--- config.mk ---
export PLATFORM = sky130hd
export DESIGN_NAME = reset_cause_and_power_down
export DESIGN_NICKNAME = d
export VERILOG_FILES = /design/src/common/reset_pd_pkg.sv /design/src/hw/reset_cause_and_power_down.sv
export SDC_FILE = /design/constraint.sdc
export NUM_CORES = 1
export LEC_CHECK = 0
export ABC_AREA = 1
export BUFFER_PORTS_ARGS = -buffer_cell sky130_fd_sc_hd__clkbuf_2
export CORE_ASPECT_RATIO = 1.5
export CORE_MARGIN = 4
export CORE_UTILIZATION = 49
export DETAILED_ROUTE_END_ITERATION = 6
export GPL_ROUTABILITY_DRIVEN = 0
export PLACE_DENSITY_LB_ADDON = 0.12
export SETUP_SLACK_MARGIN = 0.1
export SYNTH_ARGS = -nofsm -noshare
export SYNTH_HDL_FRONTEND = slang
export SYNTH_SLANG_ARGS = --single-unit
export TNS_END_PERCENT = 100
--- constraint.sdc ---
create_clock -name sys_clk_in -period 2.96 [get_ports sys_clk_in]
set_input_delay 0 -clock sys_clk_in [delete_from_list [all_inputs] [get_ports sys_clk_in]]
set_output_delay 0 -clock sys_clk_in [all_outputs]
set_load 0.005 [all_outputs]
--- src/common/reset_pd_pkg.sv ---
package reset_pd_pkg;

  // register byte addresses, one aligned word each
  localparam logic [7:0] addr_reset_control      = 8'h0c;
  localparam logic [7:0] addr_power_down_control = 8'h10;
  localparam logic [7:0] addr_reset_cause_status = 8'h30;
  localparam logic [7:0] addr_reset_cause_clear  = 8'h34;

  // reset control fields
  localparam int software_system_reset_trigger = 2;
  localparam int secondary_pin_reset_disable   = 1;

  // reset cause flag positions
  localparam int flag_software_reset          = 10;
  localparam int flag_debug_port_system_reset = 9;
  localparam int flag_any_system_reset        = 8;
  localparam int flag_fabric_reset            = 7;
  localparam int flag_watchdog_reset          = 6;
  localparam int flag_debug_processor_reset   = 5;
  localparam int flag_any_processor_reset     = 4;
  localparam int flag_debug_config_reset      = 3;
  localparam int flag_external_pin            = 2;
  localparam int flag_any_config_reset        = 1;
  localparam int flag_power_on                = 0;
  localparam int cause_width                  = 11;

  // power down control fields
  localparam int pd_por_disable  = 5;
  localparam int pd_request      = 4;
  localparam int pd_io_select    = 3;
  localparam int pd_osc_select   = 2;
  localparam int pd_fabric_clock = 1;
  localparam int pd_system_clock = 0;
  localparam int pd_width        = 6;

  localparam logic [2:0]             reset_control_reset  = 3'h0;
  localparam logic [pd_width-1:0]    power_down_reset     = 6'h00;
  localparam logic [cause_width-1:0] cause_power_on_value = 11'h001;

  // length of the generated system reset pulse, in clock cycles
  localparam logic [3:0] system_reset_cycles = 4'h4;

  typedef struct packed {
    logic power_on;
    logic external_pin;
    logic debug_config;
    logic debug_system;
    logic debug_processor;
    logic watchdog;
    logic fabric;
  } reset_events_t;

  typedef struct packed {
    logic ring_osc_off;
    logic io_off;
    logic system_clock_off;
    logic fabric_clock_off;
    logic por_off;
  } power_gates_t;

endpackage

--- src/hw/reset_cause_and_power_down.sv ---
`timescale 1ns/1ps
module reset_cause_and_power_down
  import reset_pd_pkg::*;
(
  input  wire logic          sys_clk_in,               // 40 MHz clock
  input  wire logic          rst_b_in,                 // async power-on reset, low
  input  wire logic          psel_in,                  // apb select
  input  wire logic          penable_in,               // apb enable
  input  wire logic          pwrite_in,                // apb write
  input  wire logic [7:0]    paddr_in,                 // apb byte address
  input  wire logic [31:0]   pwdata_in,                // apb write data
  output logic      [31:0]   prdata_out,               // apb read data
  output logic               pready_out,               // apb ready
  output logic               pslverr_out,              // apb error, unmapped
  input  wire reset_events_t events_in,                // reset event strobes
  input  wire logic          fabric_reset_request_in,  // fabric asks system reset
  input  wire logic          interrupt_in,             // any interrupt, wakes
  input  wire logic          slow_crystal_in,          // low-frequency crystal
  output logic               alt_clock_out,            // fabric alternate clock
  output logic               system_reset_indication_n_out, // system reset, low
  output logic               processor_reset_out,      // processor reset, high
  output logic               config_reset_out,         // configuration reset, high
  output logic               pin_reset_disable_out,    // test-only pin disable
  output logic               power_down_out,           // power-down active
  output logic               clock_from_ring_osc_out,  // force ring oscillator
  output power_gates_t       gates_out                 // items turned off
);

  logic [2:0]             reset_control;
  logic [pd_width-1:0]    power_control;
  logic [cause_width-1:0] cause;
  logic [3:0]             sysrst_count;
  logic                   ring_osc_hold;
  logic                   power_on_seen;

  logic wr_en;
  logic rd_en;
  logic config_event;
  logic system_event;
  logic processor_event;
  logic soft_trigger;
  logic fabric_event;
  logic [cause_width-1:0] set_mask;
  logic [cause_width-1:0] clr_mask;

  function automatic logic hit(input logic [7:0] a);
    hit = (a == addr_reset_control) || (a == addr_power_down_control) ||
          (a == addr_reset_cause_status) || (a == addr_reset_cause_clear);
  endfunction

  assign wr_en       = psel_in && penable_in && pwrite_in && hit(paddr_in);
  assign rd_en       = psel_in && !pwrite_in;
  assign pready_out  = 1'b1;
  assign pslverr_out = psel_in && penable_in && !hit(paddr_in);

  assign soft_trigger = wr_en && paddr_in == addr_reset_control
                        && pwdata_in[software_system_reset_trigger];
  assign fabric_event = events_in.fabric || fabric_reset_request_in;
  // configuration resets cascade downward
  assign config_event    = events_in.external_pin || events_in.debug_config;
  assign system_event    = config_event || soft_trigger || fabric_event
                           || events_in.watchdog || events_in.debug_system;
  assign processor_event = system_event || events_in.debug_processor;

  always_comb
  begin
    set_mask = '0;
    set_mask[flag_software_reset]          = soft_trigger;
    set_mask[flag_debug_port_system_reset] = events_in.debug_system;
    set_mask[flag_any_system_reset]        = system_event;
    set_mask[flag_fabric_reset]            = fabric_event;
    set_mask[flag_watchdog_reset]          = events_in.watchdog;
    set_mask[flag_debug_processor_reset]   = events_in.debug_processor;
    set_mask[flag_any_processor_reset]     = processor_event;
    set_mask[flag_debug_config_reset]      = events_in.debug_config;
    set_mask[flag_external_pin]            = events_in.external_pin;
    set_mask[flag_any_config_reset]        = config_event;
    set_mask[flag_power_on]                = events_in.power_on || power_on_seen;
  end

  assign clr_mask = (wr_en && paddr_in == addr_reset_cause_clear)
                    ? pwdata_in[cause_width-1:0] : '0;

  // power-on capture: flags after asynchronous power-on reset
  always_ff @(posedge sys_clk_in or negedge rst_b_in)
  begin
    if (!rst_b_in)
      power_on_seen <= 1'b1;
    else
      power_on_seen <= 1'b0;
  end

  // sticky cause flags; set wins over clear
  always_ff @(posedge sys_clk_in or negedge rst_b_in)
  begin
    if (!rst_b_in)
      cause <= cause_power_on_value;
    else
      cause <= (cause & ~clr_mask) | set_mask;
  end

  // reset control; trigger bit self-clears
  always_ff @(posedge sys_clk_in or negedge rst_b_in)
  begin
    if (!rst_b_in)
      reset_control <= reset_control_reset;
    else if (config_event)
      reset_control <= reset_control_reset;
    else if (wr_en && paddr_in == addr_reset_control)
      reset_control <= {1'b0, pwdata_in[secondary_pin_reset_disable], 1'b0};
  end

  // power control; interrupt clears the request, system reset clears all
  always_ff @(posedge sys_clk_in or negedge rst_b_in)
  begin
    if (!rst_b_in)
      power_control <= power_down_reset;
    else if (system_event)
      power_control <= power_down_reset;
    else if (interrupt_in)
      power_control[pd_request] <= 1'b0;
    else if (wr_en && paddr_in == addr_power_down_control)
      power_control <= pwdata_in[pd_width-1:0];
  end

  // after wake, system clock stays on the ring oscillator until software rewrites
  always_ff @(posedge sys_clk_in or negedge rst_b_in)
  begin
    if (!rst_b_in)
      ring_osc_hold <= 1'b0;
    else if (power_control[pd_request] && interrupt_in)
      ring_osc_hold <= 1'b1;
    else if (wr_en && paddr_in == addr_reset_control)
      ring_osc_hold <= 1'b0;
  end

  // system reset pulse
  always_ff @(posedge sys_clk_in or negedge rst_b_in)
  begin
    if (!rst_b_in)
      sysrst_count <= system_reset_cycles;
    else if (system_event)
      sysrst_count <= system_reset_cycles;
    else if (sysrst_count != 4'h0)
      sysrst_count <= sysrst_count - 4'h1;
  end

  always_ff @(posedge sys_clk_in or negedge rst_b_in)
  begin
    if (!rst_b_in)
      system_reset_indication_n_out <= 1'b0;
    else
      system_reset_indication_n_out <= !(system_event || sysrst_count > 4'h1);
  end

  always_ff @(posedge sys_clk_in or negedge rst_b_in)
  begin
    if (!rst_b_in)
    begin
      processor_reset_out <= 1'b1;
      config_reset_out    <= 1'b1;
    end
    else
    begin
      processor_reset_out <= processor_event;
      config_reset_out    <= config_event;
    end
  end

  // interrupt drops power-down combinationally, ahead of the clocked clear of the request bit
  assign power_down_out          = power_control[pd_request] && !interrupt_in;
  assign pin_reset_disable_out   = reset_control[secondary_pin_reset_disable];
  assign clock_from_ring_osc_out = ring_osc_hold;
  assign alt_clock_out           = slow_crystal_in;

  always_comb
  begin
    gates_out.ring_osc_off     = power_down_out && power_control[pd_osc_select];
    gates_out.io_off           = power_down_out && power_control[pd_io_select];
    gates_out.system_clock_off = power_down_out && power_control[pd_system_clock];
    gates_out.fabric_clock_off = power_down_out && power_control[pd_fabric_clock];
    gates_out.por_off          = power_control[pd_por_disable];
  end

  always_ff @(posedge sys_clk_in or negedge rst_b_in)
  begin
    if (!rst_b_in)
      prdata_out <= 32'h0;
    else if (rd_en && !penable_in)
    begin
      unique case (paddr_in)
        addr_reset_control:      prdata_out <= {29'h0, reset_control};
        addr_power_down_control: prdata_out <= {26'h0, power_control};
        addr_reset_cause_status: prdata_out <= {21'h0, cause};
        default:                 prdata_out <= 32'h0;
      endcase
    end
  end

endmodule

# After elaboration in Yosys (flattened, before gate mapping)
# Index checks and enable logic that the tools add are counted.
dict set report word_totals {
  regBits 61
  in_bits 55
  out_inout_bits 46
  word_cells 74
}
dict set report op_classes {
  n_addsub 1
  order_cmp 1
  n_eq_ne 5
  muxes 13
  bitwise 3
  reduce_logical 40
}
# operator n
set op_table {}
lappend op_table {{11-bit one-hot mux with 3 select lines} 1}
lappend op_table {{8-bit by 6-bit equality test with 1-bit output, second input constant} 2}
lappend op_table {{1-bit logical AND} 16}
lappend op_table {{1-bit logical OR} 12}
lappend op_table {{4-bit 2-to-1 mux} 3}
lappend op_table {{6-bit 2-to-1 mux} 2}
lappend op_table {{11-bit AND} 1}
lappend op_table {{11-bit 2-to-1 mux} 1}
lappend op_table {{11-bit inverter} 1}
lappend op_table {{11-bit OR} 1}
lappend op_table {{8-bit by 4-bit equality test with 1-bit output, second input constant} 1}
lappend op_table {{8-bit by 5-bit equality test with 1-bit output, second input constant} 1}
lappend op_table {{2-bit nonzero test} 4}
lappend op_table {{3-bit 2-to-1 mux} 2}
lappend op_table {{1-bit logical NOT} 5}
lappend op_table {{4-bit by 1-bit > comparator with 1-bit output, second input constant} 1}
lappend op_table {{1-bit 2-to-1 mux} 4}
lappend op_table {{4-bit nonzero test} 1}
lappend op_table {{4-bit by 1-bit subtractor with 4-bit output, second input constant} 1}
lappend op_table {{3-bit nonzero test} 1}
lappend op_table {{2-bit by 1-bit inequality test with 1-bit output, second input constant} 1}
lappend op_table {{2-bit AND reduction} 1}

# Depth between registers and ports, before layout
dict set report depth {
  word_depth 13
  depth_mapped 11
  depth_no_buf 11
}

# Worst setup path before layout
# No wires, ideal clock.
dict set report synth_path {
  path_type {register to register}
  from {reg sysrst_count[0]}
  to {reg sysrst_count[1]}
  setup_time_ps 78
  arrival_time_ps 1142
  required_ps 2882
  path_slack_ps 1741
  stages_incl_launch_ff 7
  path_buffers 0
  period_less_slack_ps 1219
  cell_sequence {dfrtp_1 > inv_1 > ha_1 > nand2_1 > inv_1 > or2_2 > a21oi_1}
}
dict set report synth_between {
  elab_chain_len 3
  word_cells_on_any_way 5
  cone_classes {add/sub (1); mux (2); reduce/logical (2)}
}
# item line
set synth_lines {}
lappend synth_lines {{start, declared} reset_cause_and_power_down.sv:32} ;# logic [3:0] sysrst_count;
lappend synth_lines {{start signal, assigned} reset_cause_and_power_down.sv:141} ;# sysrst_count <= system_reset_cycles;
lappend synth_lines {{start signal, assigned} reset_cause_and_power_down.sv:143} ;# sysrst_count <= system_reset_cycles;
lappend synth_lines {{start signal, assigned} reset_cause_and_power_down.sv:145} ;# sysrst_count <= sysrst_count - 4'h1;
lappend synth_lines {{4-bit by 1-bit subtractor with 4-bit output} reset_cause_and_power_down.sv:145}
lappend synth_lines {{4-bit 2-to-1 mux} reset_cause_and_power_down.sv:144} ;# else if (sysrst_count != 4'h0)
lappend synth_lines {{4-bit 2-to-1 mux} reset_cause_and_power_down.sv:142} ;# else if (system_event)
# Parallel ways exist; a longest one is shown, timed or not. The select of a mux whose other input is x is not followed.
# A chain may end at the register's enable or synchronous reset.

# Worst setup path in the final report
dict set report layout_path {
  from {in events_in[0] in the netlist's numbering}
  to {reg cause[7]}
}
dict set report layout_between {
  elab_chain_len 2
}
# item line
set layout_lines {}
lappend layout_lines {{start, declared} reset_cause_and_power_down.sv:15} ;# input wire reset_events_t events_in,
lappend layout_lines {{1-bit logical OR} reset_cause_and_power_down.sv:58} ;# assign fabric_event = events_in.fabric || fabric_reset_request_in;
lappend layout_lines {{11-bit OR} reset_cause_and_power_down.sv:99} ;# cause <= (cause & ~clr_mask) | set_mask;
lappend layout_lines {{end signal, assigned} reset_cause_and_power_down.sv:97} ;# cause <= cause_power_on_value;
lappend layout_lines {{end signal, assigned} reset_cause_and_power_down.sv:99}
lappend layout_lines {{end, declared} reset_cause_and_power_down.sv:31} ;# logic [cause_width-1:0] cause;
# No other way between the ends.

==> results.py <==
metrics = {
    "cts": {
        "clk_pin_slew_ns": 0.07,
        "clock_sinks": 38,
        "clock_path_buffers": 2,
        "h-tree-depth": 2,
        "cts_tree": "done",
        "cts_resized": 0,
        "numCtsBuffers": 5,
        "root_buffer": "clkbuf_8",
        "postCtsSetupBuffers": 0,
        "clkLatencyLatePin_ns": 0.29,
    },
    "route": {
        "route.vias.total": 1760,
        "wl_mm": 4.43,
        "first_iter_violations": 51,
        "wl_per_cell_um": 11.6,
        "first_pass_iters": 4,
        "drc": 0,
        "ant_nets": 0,
        "via_per_inst": 4.61,
    },
    "pwr": {
        "ir_drop_mv": 0.283,
        "p_int_uw": 839,
        "p_comb_share_pct": 8.7,
        "clock_power_share_pct": 42.2,
        "leakagePower_uw": 0.00141,
        "total_power_uw": 1070,
        "pwr-share-seq_pct": 49.1,
        "power.density_nw_per_um2": 413,
        "p_sw_uw": 234,
        "switching_share_pct": 21.8,
    },
    "synth": {
        "synthMuxAreaShare_pct": 0,
        "synth-seq-area-share_pct": 46.3,
        "synth_top_family_by_area": "simple AND/OR/NAND/NOR gates",
        "synth_compound_area_share_pct": 5.69,
        "yosys.area_share.simple_pct": 27.8,
        "syn_area_sq_um": 2070,
        "synth_cell_type_count": 29,
        "avgSynthCellArea_sq_um": 7.92,
        "synth-xor-area-share_pct": 0.847,
        "synth-seq-cells": 38,
        "syn_inst": 261,
        "yosys_warnings": 0,
        "synth_adder_area_share_pct": 1.81,
    },
    "setup_path": {
        "critPathKind": "input pin to register",
        "startpoint_type": "input pin",
        "arrival_ns": 1.92,
        "cp.required_ns": 3.14,
        "crit_fanout": 2,
        "endpoint_kind": "register",
    },
    "timing": {
        "fmax_mhz": 573,
        "post-route-period-util_pct": 58.9,
        "relSlewSlack_pct": 37.8,
        "whs_ns": 0.00000227,
        "worst_clock_skew_ns": 0.00912,
        "hold_viol": 0,
        "setup_tns_ns": 0,
        "rsz0062_at_grt": "false",
        "finalCriticalPeriod_ns": 1.74,
        "setup_viol": 0,
        "final_critical_path_setup_slack_ns": 1.22,
        "maxSlewViolCount": 0,
        "tightest_slew_ns": 0.932,
    },
    "finish": {
        "antenna_cells": 0,
        "design_area_sq_um": 2590,
        "drive_gt1_share_pct": 25.2,
        "syn2layout_area_growth_pct": 25.5,
        "multi_input_area_sq_um": 833,
        "nets": 394,
        "regArea_sq_um": 957,
        "filler_cell_count": 373,
    },
    "global_route": {
        "antenna_found_initial": 0,
        "grt_pass1_vias": 1737,
        "overflow": 0,
        "grt_pass1_wl_mm": 7.48,
        "track_usage_pct": 18.6,
        "grt_start_max_net_pins": 39,
    },
    "run_status": {
        "status": "complete, no violations",
    },
    "hold_path": {
        "min_path_type": "input pin to primary output",
    },
    "die": {
        "rows": 28,
        "ios": 101,
        "die_w_um": 61.0,
        "dieArea_sq_um": 5350,
        "start_util_pct": 51.3,
        "dieHeight_um": 87.6,
        "core_area_sq_um": 4030,
    },
    "placed_design": {
        "dp_worst_setup_slack_ns": 1.42,
        "placed_area_sq_um": 2280,
        "io_buffers": 55,
        "post-dp-hpwl_mm": 3.34,
    },
    "job": {
        "maxCapViolCount": 0,
    },
}
[routing by layer]
layer / vias to the layer above / global-route usage (%) / share of wire, %
li1: 898 / - / -
met1: 807 / 20.3 / 40
met2: 51 / 33.5 / 52
met3: 4 / 4.42 / 6.0
met4: 0 / 6.90 / 1.1
met5: - / 0 / 0
[cell families after synthesis]
| kind of cell | Yosys count |
|---|---|
| AOI/OAI and AO/OA | 22 |
| buffers and inverters | 68 |
| other | 2 |
| adders and majority gates | 3 |
| DFF | 38 |
| xor gates and xnor gates | 2 |
| and+or+nand+nor | 126 |
[area by class of cell]
class | instances | area share (%)
flip-flops and latches | 38 | 36.9
repair buffers | 76 | 18.6
clock buffers | 7 | 3.33
well taps | 45 | 2.17
multi-input cells | 176 | 32.1
inverters | 39 | 5.74
clock inverters | 1 | 1.16
[state kept, by name, summed over array words and instances (netlist names)]
signal and count:
cause 11, prdata_out 11, power_control 6, sysrst_count 4, clock_from_ring_osc_out 1, config_reset_out 1
power_on_seen 1, processor_reset_out 1, reset_control 1, system_reset_indication_n_out 1
[cells in the mapped netlist]
library cell,n,share of area (%)
nand2_1,67,12
inv_1,38,6.9
dfrtp_1,33,40
nor2_1,25,4.5
buf_4,24,8.7
o21ai_0,19,4.6
nand3_1,9,2.2
nor2_2,7,2.1
dfstp_2,5,6.4
nand4_1,4,1.2
nor3_1,4,0.97
clkbuf_1,3,0.54
ha_1,3,1.8
nor2_4,3,1.6
conb_1,2,0.36
xnor2_1,2,0.85
a21oi_1,1,0.24
and3_2,1,0.36
buf_2,1,0.24
buf_6,1,0.54
inv_4,1,0.30
nand2_2,1,0.30
nand2_4,1,0.54
nand3_2,1,0.48
nand3b_1,1,0.36
nand4_2,1,0.60
o221ai_1,1,0.42
o2bb2ai_1,1,0.42
or2_2,1,0.30
[power by group through the flow]
stage / Sequential [uW] / Combinational, uW / Clock [uW]
global route: 526 / 107 / 484
finish: 526 / 93.6 / 453
CTS: 526 / 94.4 / 464
global placement: 536 / 78.1 / 0
floorplan: 536 / 54.6 / 0
detailed placement: 536 / 78.6 / 0
[critical path: stages]
cell	delay, ns
dlygate4sd3_1	0.53
clkbuf_2	0.10
nor2_1	0.12
dlygate4sd3_1	0.57
nand2_1	0.05
dlygate4sd3_1	0.55
[cells in the final DEF (no fill, tap or decap), types with 2 or more instances in the layout]
cell           instances
dlygate4sd3_1         20
clkbuf_2              55
nand3_1                9
xnor2_1                2
conb_1                23
nor2_4                 3
dfstp_2                5
dfrtp_1               33
nor2_2                 7
nor3_1                 4
nand4_1                4
ha_1                   3
o21ai_0               19
inv_1                 38
nand2_1               67
nor2_1                25
clkbuf_8               6
[path summary, 6_finish.rpt]
kind                                 start               to  slack [ns]  depth (start not counted)
min                        slow_crystal_in    alt_clock_out    0.000002                          0
max                           events_in[0]         cause[7]        1.22                          6
max reg2reg                sysrst_count[0]  sysrst_count[1]        1.62                          6
min in group asynchronous         rst_b_in         cause[7]        0.39                          2
min reg2reg                  prdata_out[6]    prdata_out[6]        0.48                          2
max in group asynchronous         rst_b_in  sysrst_count[1]        2.00                          2
[what timing repair did]
item / in CTS / in global routing
endpoints found under the hold margin: 50 / 0
hold buffers: 20 / 0
endpoints found under the setup margin: 0 / 0
[stage by stage]
stage          utilization, %  instances
5_1_grt                  64.4        382
4_1_cts                  64.4        382
3_3_place_gp             56.6        354
3_5_place_dp             56.6        354
6_report                 64.4        382
2_1_floorplan               -        282
Note: power is estimated with default switching activity, not from simulation.
